File: config.mk
export PLATFORM = sky130hd
export DESIGN_NAME = receiver_config_regs
export DESIGN_NICKNAME = d
export VERILOG_FILES = /design/src/filter_sequencer.v /design/src/pattern_matcher.v /design/src/receiver_config_regs.v
export VERILOG_INCLUDE_DIRS = /design/src /design/src/src
export SDC_FILE = /design/constraint.sdc
export NUM_CORES = 1
export LEC_CHECK = 0
export ABC_CLOCK_PERIOD_IN_PS = 19930
export BUFFER_PORTS_ARGS = -buffer_cell sky130_fd_sc_hd__buf_2
export CAP_MARGIN = 20
export CORE_ASPECT_RATIO = 0.75
export CORE_UTILIZATION = 35
export CTS_BUF_LIST = sky130_fd_sc_hd__clkbuf_16
export CTS_CLUSTER_DIAMETER = 50
export CTS_CLUSTER_SIZE = 10
export DETAILED_ROUTE_END_ITERATION = 6
export GPL_TIMING_DRIVEN = 0
export MAX_ROUTING_LAYER = met4
export PLACE_DENSITY_LB_ADDON = 0.08
export SLEW_MARGIN = 25
export SYNTH_ARGS = -nofsm -noshare
export SYNTH_HDL_FRONTEND = slang
export SYNTH_SLANG_ARGS = --single-unit
File: constraint.sdc
create_clock -name sys_clk -period 19.93 [get_ports sys_clk]
set_input_delay 0 -clock sys_clk [delete_from_list [all_inputs] [get_ports sys_clk]]
set_output_delay 0 -clock sys_clk [all_outputs]
set_load 0.02 [all_outputs]
File: src/rx_config_defs.vh
// Offsets, field positions, codes and reset values of the receiver bank
`ifndef RX_CONFIG_DEFS_VH
`define RX_CONFIG_DEFS_VH
`define ADDR_FILTER_CTRL 8'h08
`define ADDR_LEVEL_CORR 8'h09
`define ADDR_PATTERN_MODE 8'h0a
`define ADDR_FERR_HIGH 8'h0b
`define ADDR_FERR_LOW 8'h0c
`define BIT_BITSYNC_OFF 7
`define BW_HI 6
`define BW_LO 5
`define BIT_WIDE 4
`define CAL_HI 3
`define CAL_LO 2
`define INIT_HI 1
`define INIT_LO 0
`define BIT_STRENGTH_ON 7
`define BIT_STRENGTH_RANGE 6
`define LEVEL_HI 5
`define LEVEL_LO 4
`define BIT_FEI_ON 3
`define BIT_CORR_RUN 2
`define BIT_CORR_RESULT 1
`define BIT_CORR_BYPASS 0
`define BIT_OVERFLOW 7
`define BIT_QUAD_AMP 6
`define BIT_LIN_MODE 5
`define BIT_PAT_EN 4
`define PSIZE_HI 3
`define PSIZE_LO 2
`define PTOL_HI 1
`define PTOL_LO 0
`define POLICY_STARTUP 2'h0
`define POLICY_NEVER 2'h1
`define POLICY_ON_CHANGE 2'h2
`define POLICY_FORCE 2'h3
`define RST_FILTER_CTRL 8'h00
`define RST_LEVEL_CORR 8'h00
`define RST_PATTERN_MODE 8'h00
`define RST_FERR 16'h0000
`define READ_IDLE 8'h00
`define FULL_PATTERN 6'h20
`endif

File: src/filter_sequencer.v
// Calibration and initialization requests of the baseband filter
`default_nettype none
`include "rx_config_defs.vh"
module filter_sequencer (
    input wire sys_clk,
    input wire sys_rst,
    input wire wide_force,
    input wire [1:0] width_code,
    input wire [1:0] cal_policy,
    input wire [1:0] init_policy,
    input wire cal_force_wr,
    input wire init_force_wr,
    output reg cal_start_q,
    output reg init_start_q
);
    reg started_q;
    reg [2:0] prev_width_q;
    wire [2:0] width_now;
    wire changed;
    wire cal_d;
    wire init_d;

    // Forced widest mode counts as a bandwidth change too
    assign width_now = {wide_force, width_code};
    assign changed = started_q && (width_now != prev_width_q);
    // Forced calibration requests come already masked by the widest bit being written
    assign cal_d = cal_force_wr || (!wide_force &&
        ((!started_q && cal_policy == `POLICY_STARTUP) ||
        (changed && cal_policy == `POLICY_ON_CHANGE)));
    assign init_d = init_force_wr ||
        (!started_q && init_policy == `POLICY_STARTUP) ||
        (changed && init_policy == `POLICY_ON_CHANGE);

    always @(posedge sys_clk) begin
        if (sys_rst) begin
            started_q <= 1'b0;
            prev_width_q <= 3'h0;
            cal_start_q <= 1'b0;
            init_start_q <= 1'b0;
        end else begin
            started_q <= 1'b1;
            prev_width_q <= width_now;
            cal_start_q <= cal_d;
            init_start_q <= init_d;
        end
    end
endmodule // filter_sequencer
`default_nettype wire

File: src/pattern_matcher.v
// Pattern comparator over the demodulated bit stream
`default_nettype none
`include "rx_config_defs.vh"
module pattern_matcher (
    input wire sys_clk,
    input wire sys_rst,
    input wire enable,
    input wire [1:0] size_code,
    input wire [1:0] tolerance,
    input wire [31:0] pattern,
    input wire bit_in,
    input wire bit_valid,
    output reg match_q
);
    reg [31:0] hist_q;
    reg [5:0] fill_q;
    reg valid_q;
    reg [5:0] errors;
    wire [5:0] len;
    wire [31:0] aligned;
    wire [31:0] miss;
    integer k;

    assign len = {1'b0, size_code, 3'h0} + 6'h08;
    // Pattern in use sits at the top; the newest bit meets its LSB
    assign aligned = pattern >> (6'h20 - len);

    genvar i;
    generate
        for (i = 0; i < 32; i = i + 1) begin : cmp
            localparam [31:0] IDX = i;
            assign miss[i] = ({26'h000_0000, len} > IDX) &&
                (hist_q[i] ^ aligned[i]);
        end
    endgenerate

    always @* begin
        errors = 6'h00;
        for (k = 0; k < 32; k = k + 1) begin
            errors = errors + {5'h00, miss[k]};
        end
    end

    always @(posedge sys_clk) begin
        if (sys_rst) begin
            hist_q <= 32'h0000_0000;
            fill_q <= 6'h00;
            valid_q <= 1'b0;
            match_q <= 1'b0;
        end else begin
            valid_q <= bit_valid;
            if (bit_valid) begin
                hist_q <= {hist_q[30:0], bit_in};
                if (fill_q != `FULL_PATTERN) begin
                    fill_q <= fill_q + 6'h01;
                end
            end
            match_q <= enable && valid_q && (fill_q >= len) &&
                (errors <= {4'h0, tolerance});
        end
    end
endmodule // pattern_matcher
`default_nettype wire

File: src/receiver_config_regs.v
// Receiver configuration register bank with its control sequencing
// How it works
// - Bandwidth code picks 10, 20, 40, 200 kHz
// - Widest bit overrides code, suppresses calibration
// - Calibration policy: start-up, never, on change
// - Every write of 11 with widest bit clear forces one calibration
// - Init policy: start-up, on change, forced
// - Read-only strength level from three thresholds
// - Frequency error meter on or off
// - Writing zero starts correction; reads one running
// - Result bit: zero success, one failure
// - Bypass bit blocks correction onto oscillator
// - Overflow bit shows integrator too large
// - Writing one to overflow resets integrator
// - Mode bit: sensitivity or linearity
// - Pattern enable and length 8 to 32
// - Comparator tolerates zero to three mismatches
// - Frequency error readable as two bytes
// - First bit meets pattern MSB, last the lowest pattern bit in use (LSB only at length 32)
`default_nettype none
`include "rx_config_defs.vh"
module receiver_config_regs (
    input wire sys_clk,
    input wire sys_rst,
    input wire [7:0] reg_addr,
    input wire [7:0] reg_wdata,
    input wire reg_wr,
    input wire reg_rd,
    output reg [7:0] reg_rdata,
    input wire strength_threshold_one,
    input wire strength_threshold_two,
    input wire strength_threshold_three,
    input wire [15:0] freq_error_value,
    input wire freq_correct_done,
    input wire freq_correct_failed,
    input wire freq_integrator_overflow,
    input wire [31:0] reference_pattern,
    input wire demod_bit,
    input wire demod_bit_valid,
    output reg bitsync_off,
    output reg [1:0] baseband_width_code,
    output reg widest_filter_force,
    output wire filter_cal_start,
    output wire filter_init_start,
    output reg strength_meter_on,
    output reg strength_range_select,
    output reg freq_error_meter_on,
    output reg freq_correct_start,
    output reg freq_correct_bypass,
    output reg integrator_reset,
    output reg quadrature_amp_on,
    output reg linearity_mode,
    output reg pattern_enable,
    output reg [1:0] pattern_size_code,
    output reg [1:0] pattern_tolerance,
    output wire pattern_match
);
    reg [1:0] filter_calibration_policy_q;
    reg [1:0] filter_init_policy_q;
    reg [1:0] strength_level_code_q;
    reg freq_correct_run_q;
    reg freq_correct_result_q;
    reg freq_integrator_overflow_q;
    reg [15:0] freq_error_q;
    reg [7:0] freq_error_low_snap_q;
    reg [7:0] rdata_d;
    reg [1:0] level_d;
    wire wr_filter;
    wire wr_level;
    wire wr_pattern;
    wire rd_high;
    wire cal_force_wr;
    wire init_force_wr;
    wire start_req;

    assign wr_filter = reg_wr && (reg_addr == `ADDR_FILTER_CTRL);
    assign wr_level = reg_wr && (reg_addr == `ADDR_LEVEL_CORR);
    assign wr_pattern = reg_wr && (reg_addr == `ADDR_PATTERN_MODE);
    assign rd_high = reg_rd && (reg_addr == `ADDR_FERR_HIGH);

    // Decoded from the write itself, so 11 over 11 still counts
    // Widest bit of the same write decides, not the old one
    assign cal_force_wr = wr_filter && !reg_wdata[`BIT_WIDE] &&
        (reg_wdata[`CAL_HI:`CAL_LO] == `POLICY_FORCE);
    assign init_force_wr = wr_filter &&
        (reg_wdata[`INIT_HI:`INIT_LO] == `POLICY_FORCE);
    assign start_req = wr_level && !reg_wdata[`BIT_CORR_RUN];

    // Filter control byte
    always @(posedge sys_clk) begin
        if (sys_rst) begin
            bitsync_off <= 1'b0;
            baseband_width_code <= 2'h0;
            widest_filter_force <= 1'b0;
            filter_calibration_policy_q <= 2'h0;
            filter_init_policy_q <= 2'h0;
        end else if (wr_filter) begin
            bitsync_off <= reg_wdata[`BIT_BITSYNC_OFF];
            baseband_width_code <= reg_wdata[`BW_HI:`BW_LO];
            widest_filter_force <= reg_wdata[`BIT_WIDE];
            filter_calibration_policy_q <= reg_wdata[`CAL_HI:`CAL_LO];
            filter_init_policy_q <= reg_wdata[`INIT_HI:`INIT_LO];
        end
    end

    // Level and correction byte, software-owned fields
    always @(posedge sys_clk) begin
        if (sys_rst) begin
            strength_meter_on <= 1'b0;
            strength_range_select <= 1'b0;
            freq_error_meter_on <= 1'b0;
            freq_correct_bypass <= 1'b0;
        end else if (wr_level) begin
            strength_meter_on <= reg_wdata[`BIT_STRENGTH_ON];
            strength_range_select <= reg_wdata[`BIT_STRENGTH_RANGE];
            freq_error_meter_on <= reg_wdata[`BIT_FEI_ON];
            freq_correct_bypass <= reg_wdata[`BIT_CORR_BYPASS];
        end
    end

    // Correction run and result; a start beside a finish wins the run bit, the finish wins the result bit
    always @(posedge sys_clk) begin
        if (sys_rst) begin
            freq_correct_run_q <= 1'b0;
            freq_correct_start <= 1'b0;
            freq_correct_result_q <= 1'b0;
        end else begin
            freq_correct_start <= start_req;
            if (start_req) begin
                freq_correct_run_q <= 1'b1;
            end else if (freq_correct_done) begin
                freq_correct_run_q <= 1'b0;
            end
            if (freq_correct_done) begin
                freq_correct_result_q <= freq_correct_failed;
            end else if (wr_level) begin
                freq_correct_result_q <= reg_wdata[`BIT_CORR_RESULT];
            end
        end
    end

    // Strength level from the three threshold comparators
    always @* begin
        if (strength_threshold_three) begin
            level_d = 2'h3;
        end else if (strength_threshold_two) begin
            level_d = 2'h2;
        end else if (strength_threshold_one) begin
            level_d = 2'h1;
        end else begin
            level_d = 2'h0;
        end
    end

    // Status sampling; bus writes never reach these flops
    always @(posedge sys_clk) begin
        if (sys_rst) begin
            strength_level_code_q <= 2'h0;
            freq_integrator_overflow_q <= 1'b0;
            freq_error_q <= `RST_FERR;
        end else begin
            strength_level_code_q <= level_d;
            freq_integrator_overflow_q <= freq_integrator_overflow;
            freq_error_q <= freq_error_value;
        end
    end

    // Low byte frozen on a high-byte read so both halves match
    always @(posedge sys_clk) begin
        if (sys_rst) begin
            freq_error_low_snap_q <= 8'h00;
        end else if (rd_high) begin
            freq_error_low_snap_q <= freq_error_q[7:0];
        end
    end

    // Pattern and mode byte
    always @(posedge sys_clk) begin
        if (sys_rst) begin
            integrator_reset <= 1'b0;
            quadrature_amp_on <= 1'b0;
            linearity_mode <= 1'b0;
            pattern_enable <= 1'b0;
            pattern_size_code <= 2'h0;
            pattern_tolerance <= 2'h0;
        end else begin
            integrator_reset <= wr_pattern &&
                reg_wdata[`BIT_OVERFLOW];
            if (wr_pattern) begin
                quadrature_amp_on <= reg_wdata[`BIT_QUAD_AMP];
                linearity_mode <= reg_wdata[`BIT_LIN_MODE];
                pattern_enable <= reg_wdata[`BIT_PAT_EN];
                pattern_size_code <= reg_wdata[`PSIZE_HI:`PSIZE_LO];
                pattern_tolerance <= reg_wdata[`PTOL_HI:`PTOL_LO];
            end
        end
    end

    // Read mux; unmapped addresses read as zero
    always @* begin
        rdata_d = `READ_IDLE;
        case (reg_addr)
            `ADDR_FILTER_CTRL: begin
                rdata_d = {bitsync_off, baseband_width_code,
                    widest_filter_force, filter_calibration_policy_q,
                    filter_init_policy_q};
            end
            `ADDR_LEVEL_CORR: begin
                rdata_d = {strength_meter_on, strength_range_select,
                    strength_level_code_q, freq_error_meter_on,
                    freq_correct_run_q, freq_correct_result_q,
                    freq_correct_bypass};
            end
            `ADDR_PATTERN_MODE: begin
                rdata_d = {freq_integrator_overflow_q, quadrature_amp_on,
                    linearity_mode, pattern_enable, pattern_size_code,
                    pattern_tolerance};
            end
            `ADDR_FERR_HIGH: begin
                rdata_d = freq_error_q[15:8];
            end
            `ADDR_FERR_LOW: begin
                rdata_d = freq_error_low_snap_q;
            end
            default: begin
                rdata_d = `READ_IDLE;
            end
        endcase
    end

    // Data stand in the cycle after the read strobe only
    always @(posedge sys_clk) begin
        if (sys_rst) begin
            reg_rdata <= `READ_IDLE;
        end else if (reg_rd) begin
            reg_rdata <= rdata_d;
        end else begin
            reg_rdata <= `READ_IDLE;
        end
    end

    filter_sequencer seq (
        .sys_clk(sys_clk),
        .sys_rst(sys_rst),
        .wide_force(widest_filter_force),
        .width_code(baseband_width_code),
        .cal_policy(filter_calibration_policy_q),
        .init_policy(filter_init_policy_q),
        .cal_force_wr(cal_force_wr),
        .init_force_wr(init_force_wr),
        .cal_start_q(filter_cal_start),
        .init_start_q(filter_init_start)
    );

    pattern_matcher matcher (
        .sys_clk(sys_clk),
        .sys_rst(sys_rst),
        .enable(pattern_enable),
        .size_code(pattern_size_code),
        .tolerance(pattern_tolerance),
        .pattern(reference_pattern),
        .bit_in(demod_bit),
        .bit_valid(demod_bit_valid),
        .match_q(pattern_match)
    );
endmodule // receiver_config_regs
`default_nettype wire

==> results of run 1 <==
-- state kept, by name, indices dropped and copies added (netlist names), 3 cells and up --
signal,cells
reg_rdata,8
seq.prev_width_q,3
freq_error_q,16
matcher.hist_q,32
freq_error_low_snap_q,8
matcher.fill_q,6
-- worst reg2reg max path, delay by kind of cell, from the launching register on --
kind,cells,cell delay [ns]
fa+ha+maj,12,5.40
buf+inv,6,1.41
flops,1,0.67
simple gates,3,0.32
compound gates,2,0.38
xor+xnor,1,0.15
-- cell type report --
| cell class | count | area [µm²] | area share |
|---|---|---|---|
| sequential | 104 | 2080 | 0.284 |
| buffer | 36 | 196 | 0.0268 |
| timing repair buffer | 135 | 846 | 0.115 |
| multi-input combinational | 445 | 3490 | 0.476 |
| inverter | 38 | 143 | 0.0195 |
| clock buffer | 9 | 225 | 0.0308 |
| clock inverter | 7 | 81.3 | 0.0111 |
| tap | 210 | 263 | 0.0359 |
-- worst min-delay path by stage --
stage | start | end | cells after the start
after floorplan | reg_wdata[2] | freq_correct_start$_SDFF_PP0_ | 1
after global placement | freq_error_value[14] | freq_error_q[14]$_SDFF_PP0_ | 2
after detailed placement | freq_error_value[1] | freq_error_q[1]$_SDFF_PP0_ | 2
after CTS | freq_correct_done | freq_correct_run_q$_SDFFE_PP0P_ | 4
after global routing | demod_bit_valid | matcher.hist_q[31]$_SDFFE_PP0P_ | 3
final | freq_correct_done | freq_correct_run_q$_SDFFE_PP0P_ | 4
-- repair_timing --
item	4_1_cts	5_1_grt
endpoints found under the hold margin	44	0
endpoints found under the setup margin	0	0
hold buffers	34	0
-- Yosys cell counts (13+ instances only) --
cell type	count
dfxtp_1	104
nor2_1	84
nand2_1	27
mux2i_1	81
ha_1	22
xnor2_1	15
a21oi_1	18
inv_1	37
fa_1	24
nor2b_1	25
clkbuf_1	18
o21ai_0	23
o22ai_1	13
-- logic make-up after synthesis --
kind of cell,synth area share
buffers and inverters,0.0574
and+or+nand+nor,0.163
AOI/OAI and AO/OA,0.0843
xor gates and xnor gates,0.0413
adders and majority gates,0.128
DFF,0.352
muxes,0.173
-- stage by stage --
step	power [W]	instance area [µm²]	worst slack [ns]	hold WS (ns)
floorplan	0.000257	5910	12.63	0.0793
global placement	0.000278	6680	11.60	0.207
detailed placement	0.000279	6680	11.62	0.214
CTS	0.000463	7320	11.57	0.0787
global route	0.000480	7320	11.09	0.0971
finish	0.000456	7320	11.55	0.0900
-- per-layer routing --
layer | up-vias | track usage | wire [µm]
met2 | 121 | 0.284 | 6760
met5 | - | - | 0
met4 | 0 | 0.0415 | 157
met3 | 13 | 0.0326 | 927
li1 | 2411 | - | -
met1 | 2352 | 0.297 | 8680
-- power by group through the flow --
stage / logic, W / registers (W) / clock network [W]
global route: 0.0000747 / 0.000213 / 0.000193
finish: 0.0000658 / 0.000213 / 0.000178
detailed placement: 0.0000611 / 0.000218 / 0
CTS: 0.0000666 / 0.000213 / 0.000184
global placement: 0.0000599 / 0.000218 / 0
floorplan: 0.0000394 / 0.000217 / 0
==> flow_summary.toml, run 1 <==
[placement]
dpl.cell_count = 934
place_congestion = 0.903
io_buffer_count = 101
dp.final_hpwl_um = 13200

[final_layout]
fin_cells = 984
final_nets = 891
drive_above_1_share = 0.199
mostFrequentLayoutCells = "buf_2 (110), dfxtp_1 (104), nor2_1 (84)"
area_growth_syn_to_layout_pct = 24.0
nFillCells = 1582
num_antenna_cells = 0
layout_commonest_cell = "buf_2"
fin_util = 0.450

[grt]
grt_overflow_total = 0
grt.total_usage = 0.201
grt_max_degree = 22
grt_pass1_wl_um = 25900
grt_pass1_vias = 4676
grt_antenna_before_repair = 0

[logic_synthesis]
syn_nets = 745
postSynthAreaPerCell_um2 = 9.48
synth_flop_cell = "dfxtp_1"
yosys.area.top_type = "dfxtp_1"
seq_area_frac_synth = 0.352
yosys_warnings = 0
ys_ff_latch = 104
syn_inst = 623
synth-edff-count = 0
synth.top_cell.area_share = 0.352
synthArstFlopShare = 0
yosysUniqueCellTypes = 55
yosys-top-cells-area = "dfxtp_1 (35%), mux2i_1 (14%), fa_1 (8.1%)"
syn_area_um2 = 5910

[setup_path]
critPathRequiredTime_ns = 20.21
crit_end = "matcher.match_q$_SDFF_PP0_"
worstSetupEndpointType = "flip-flop"
rrSetupSlack_ns = 11.55
max_stage_delay_ns = 0.67
timing.rr.start = "pattern_size_code[1]$_SDFFE_PP0P_"
worstSetupPathType = "reg2reg"
cp_common_cell = "fa_1"
path_buf_inv = 6
start_kind = "flip-flop"
startpoint = "pattern_size_code[1]$_SDFFE_PP0P_"
cp_max_fo = 10
path_cells = "ha_1 -> clkbuf_1 -> inv_1 -> ha_1 -> clkbuf_1 -> buf_2 -> nand2_1 -> xor2_1 -> nor2_1 -> ha_1 -> fa_1 -> inv_1 -> fa_1 -> inv_1 -> fa_1 -> fa_1 -> fa_1 -> fa_1 -> fa_1 -> fa_1 -> ha_1 -> nor2b_1 -> o21ai_0 -> o2111a_1"
cpMaxStageDelayCell = "dfxtp_1"
arrival_ns = 8.66
critPathTopFamily = "adder cells"
reg2reg_depth = 24
r2r_end = "matcher.match_q$_SDFF_PP0_"
path_depth = 24

[drt]
drt-total-wl_um = 16500
vias = 4897
drt_iter0_drc = 370
drc = 10
wl_per_cell_um = 16.8
drt-pass1-iter-count = 7
via_per_inst = 4.98
ant_nets = 0

[status]
violations = "DRC"
status = "finished with violations"

[clock_network]
cts-root-buf = "clkbuf_16"
cts.sinks = 104
max-clock-path-buffers = 2
htreeDepth = 3
clk_latency_ns = 0.35
cts_inserted_buffers = 9
cts-resized-gates = 0
clk_pin_slew_ns = 0.08
postCtsSetupRepairBufs = 0
cts_tree = "done"

[sta]
period_needed_ns = 8.38
slew_viol_final = 0
fin_skew_ns = 0.00835
setup_viol = 0
fmax_ghz = 0.119
hold_violations = 0
fin_tns_setup_ns = 0
tightest_slew_ns = 0.788
period_share = 0.421
relSlewSlack = 0.470
rsz0062_at_grt = "false"

[floorplanning]
die-area_um2 = 17400
die_width_um = 152
num_rows = 40
ios = 104
start_util = 0.363
core_area_um2 = 16300
die_h_um = 115

[power]
p_switching_w = 0.000124
power_frac_clock = 0.390
peakVddDrop_mv = 0.0489
power_leakage_nw = 3.35
power_frac_comb = 0.144
p_int_w = 0.000332
p_seq_frac = 0.466
power_density_nw_per_um2 = 62.3
sw_frac_of_total = 0.272

[flow_run]
cap_violations = 0

[min_path]
hold_class = "in2reg"
No activity file was read; power rests on OpenSTA's default activity.
==> run 2, diff against run 1 <==
--- a/config.mk
+++ b/config.mk
@@ -6,7 +6,7 @@
 export SDC_FILE = /design/constraint.sdc
 export NUM_CORES = 1
 export LEC_CHECK = 0
-export ABC_CLOCK_PERIOD_IN_PS = 19930
+export ABC_CLOCK_PERIOD_IN_PS = 7460
 export BUFFER_PORTS_ARGS = -buffer_cell sky130_fd_sc_hd__buf_2
 export CAP_MARGIN = 20
 export CORE_ASPECT_RATIO = 0.75
==> constraint.sdc (replaced) <==
create_clock -name sys_clk -period 7.46 [get_ports sys_clk]
set_input_delay 0 -clock sys_clk [delete_from_list [all_inputs] [get_ports sys_clk]]
set_output_delay 0 -clock sys_clk [all_outputs]
set_load 0.02 [all_outputs]
==> run 2 against run 1 <==
Against the previous run: the flow still finishes with violations (DRC); non-clock buffer count is 1 higher; global-route usage hardly changed; sequential power rose to 2.7 times the previous value; critical path type unchanged; fmax is 16% higher; largest cell class unchanged; cell area is 0.96% higher; power rose to 2.7 times the previous value; die area unchanged; register-to-register slack got worse by 11 ns; sequential cell count unchanged; clock power increased to 2.7 times the previous value; clock skew hardly changed; hold slack better by 0.0015 ns.
==> flow_summary.toml, run 2 (same netlist as run 1, synthesis figures left out) <==
[final_layout]
num_antenna_cells = 0
reg_top3 = "matcher.hist_q: 32 flops, freq_error_q: 16 flops"
drive_above_1_share = 0.210
final_nets = 892
top_register = "matcher.hist_q"
area_growth_syn_to_layout_pct = 25.1
layout_commonest_cell = "buf_2"
largest_reg_flops = 32
mostFrequentLayoutCells = "buf_2 (109), dfxtp_1 (102), nor2_1 (84)"
fin_cells = 985
nFillCells = 1574

[setup_path]
worstSetupPathType = "reg2reg"
max_stage_delay_ns = 0.57
worstSetupEndpointType = "flip-flop"
timing.rr.start = "pattern_size_code[0]$_SDFFE_PP0P_"
r2r_end = "matcher.match_q$_SDFF_PP0_"
arrival_ns = 7.50
rrSetupSlack_ns = 0.24
cpMaxStageDelayCell = "fa_1"
reg2reg_depth = 23
cp_max_fo = 11
critPathRequiredTime_ns = 7.74
path_cells = "buf_6 -> inv_4 -> ha_1 -> buf_6 -> xor2_4 -> o21ai_0 -> or3_1 -> a21oi_1 -> ha_1 -> fa_1 -> inv_1 -> fa_1 -> inv_1 -> fa_1 -> fa_1 -> fa_1 -> fa_1 -> fa_2 -> fa_1 -> ha_1 -> nor2b_1 -> o21ai_0 -> o2111a_1"
start_kind = "flip-flop"
cp_common_cell = "fa_1"

[placement]
place_congestion = 0.903
dpl.cell_count = 934
io_buffer_count = 101
place_ws_ns = -0.853
dp.final_hpwl_um = 13200

[clock_network]
cts-root-buf = "clkbuf_16"
cts_tree = "done"
cts_inserted_buffers = 9
clk_pin_slew_ns = 0.07
htreeDepth = 3
max-clock-path-buffers = 2
clk_latency_ns = 0.34
cts.sinks = 104

[power]
power_leakage_nw = 3.37
power_density_nw_per_um2 = 165
peakVddDrop_mv = 0.131

[sta]
hold_violations = 0
setup_ws_ns = 0.242
fin_skew_ns = 0.00825
period_needed_ns = 7.22
relSlewSlack = 0.479
tightest_slew_ns = 0.775
fmax_ghz = 0.139
setup_viol = 0
period_share = 0.968
slew_viol_final = 0
hold_slack_ns = 0.0915

[floorplanning]
num_rows = 40
core_area_um2 = 16300
die_width_um = 152
ios = 104
start_util = 0.363
die_h_um = 115
die-area_um2 = 17400

[min_path]
hold_start = "freq_correct_done"
worstHoldEndpoint = "freq_correct_run_q$_SDFFE_PP0P_"
min_delay_path_depth = 4
hold_class = "in2reg"

[drt]
drt-pass1-iter-count = 6
via_per_inst = 5.00
drc = 10
vias = 4924
drt-total-wl_um = 16600
wl_per_cell_um = 16.8
drt_iter0_drc = 322
ant_nets = 0

[grt]
grt.total_usage = 0.200
grt_antenna_before_repair = 0
grt_pass1_vias = 4675
grt_pass1_wl_um = 25900
grt_max_degree = 22
grt_overflow_total = 0

[status]
status = "finished with violations"
violations = "DRC"

[flow_run]
cap_violations = 0
[run 2: changes by cell type in the layout (fill, tap and decap cells not counted), moves of 2 or more]
cell / previous run / this run
buf_6: 2 / 5
dfxtp_4: 0 / 2
ha_1: 22 / 20
clkbuf_4: 0 / 2
clkbuf_1: 18 / 16
dfxtp_1: 104 / 102
[run 2: layout make-up]
type	count	area, µm²	share of cell area
multi-input cells	445	3520	0.476
plain buffers	35	210	0.0284
well taps	210	263	0.0355
inverters	38	145	0.0196
clock inverters	7	81.3	0.0110
flip-flops and latches	104	2090	0.283
clock buffers	9	225	0.0305
repair buffers	137	861	0.116
[run 2: power by group]
group	leakage, nW	internal, W	switching (W)	total, W
logic	2.37	0.0000837	0.0000918	0.000176
clock network	0.150	0.000240	0.000235	0.000475
registers	0.847	0.000563	0.00000444	0.000567
[run 2: how the worst max path moves through the flow]
stage	startpoint	end	slack, ns
global placement	pattern_size_code[1]$_SDFFE_PP0P_	matcher.match_q$_SDFF_PP0_	-0.87
floorplan	pattern_size_code[1]$_SDFFE_PP0P_	matcher.match_q$_SDFF_PP0_	0.16
CTS	pattern_size_code[0]$_SDFFE_PP0P_	matcher.match_q$_SDFF_PP0_	0.007
detailed placement	pattern_size_code[1]$_SDFFE_PP0P_	matcher.match_q$_SDFF_PP0_	-0.85
finish	pattern_size_code[0]$_SDFFE_PP0P_	matcher.match_q$_SDFF_PP0_	0.24
global route	pattern_size_code[0]$_SDFFE_PP0P_	matcher.match_q$_SDFF_PP0_	-0.0008
[run 2: critical path, delay by kind of cell (launching register included)]
kind / cells / cell delay, ns
adder cells (fa/ha/maj): 11 / 4.79
AO/OA/AOI/OAI: 4 / 0.69
buffers and inverters: 5 / 0.54
AND/OR/NAND/NOR: 2 / 0.50
flip-flops: 1 / 0.41
XOR/XNOR: 1 / 0.20
[run 2: stage by stage]
stage	total power (W)	util	TNS [ns]	area, µm²
2_1_floorplan	0.000686	-	0	5910
3_3_place_gp	0.000741	0.410	-0.868	6680
3_5_place_dp	0.000745	0.410	-0.853	6680
4_1_cts	0.00124	0.452	0	7350
5_1_grt	0.00128	0.455	-0.000844	7390
6_report	0.00122	0.455	0	7390
[run 2: routing by layer]
layer,up-vias,global-route usage,routed length (µm)
met2,119,0.283,6810
met3,13,0.0360,882
met4,0,0.0415,157
met5,-,-,0
li1,2418,-,-
met1,2374,0.294,8710
[run 2: repair_timing]
item,in CTS,in global routing
resized for setup,10,7
endpoints found under the hold margin,44,0
setup buffers,0,2
pin swaps,0,2
hold buffers,34,0
setup endpoints to repair,1,1
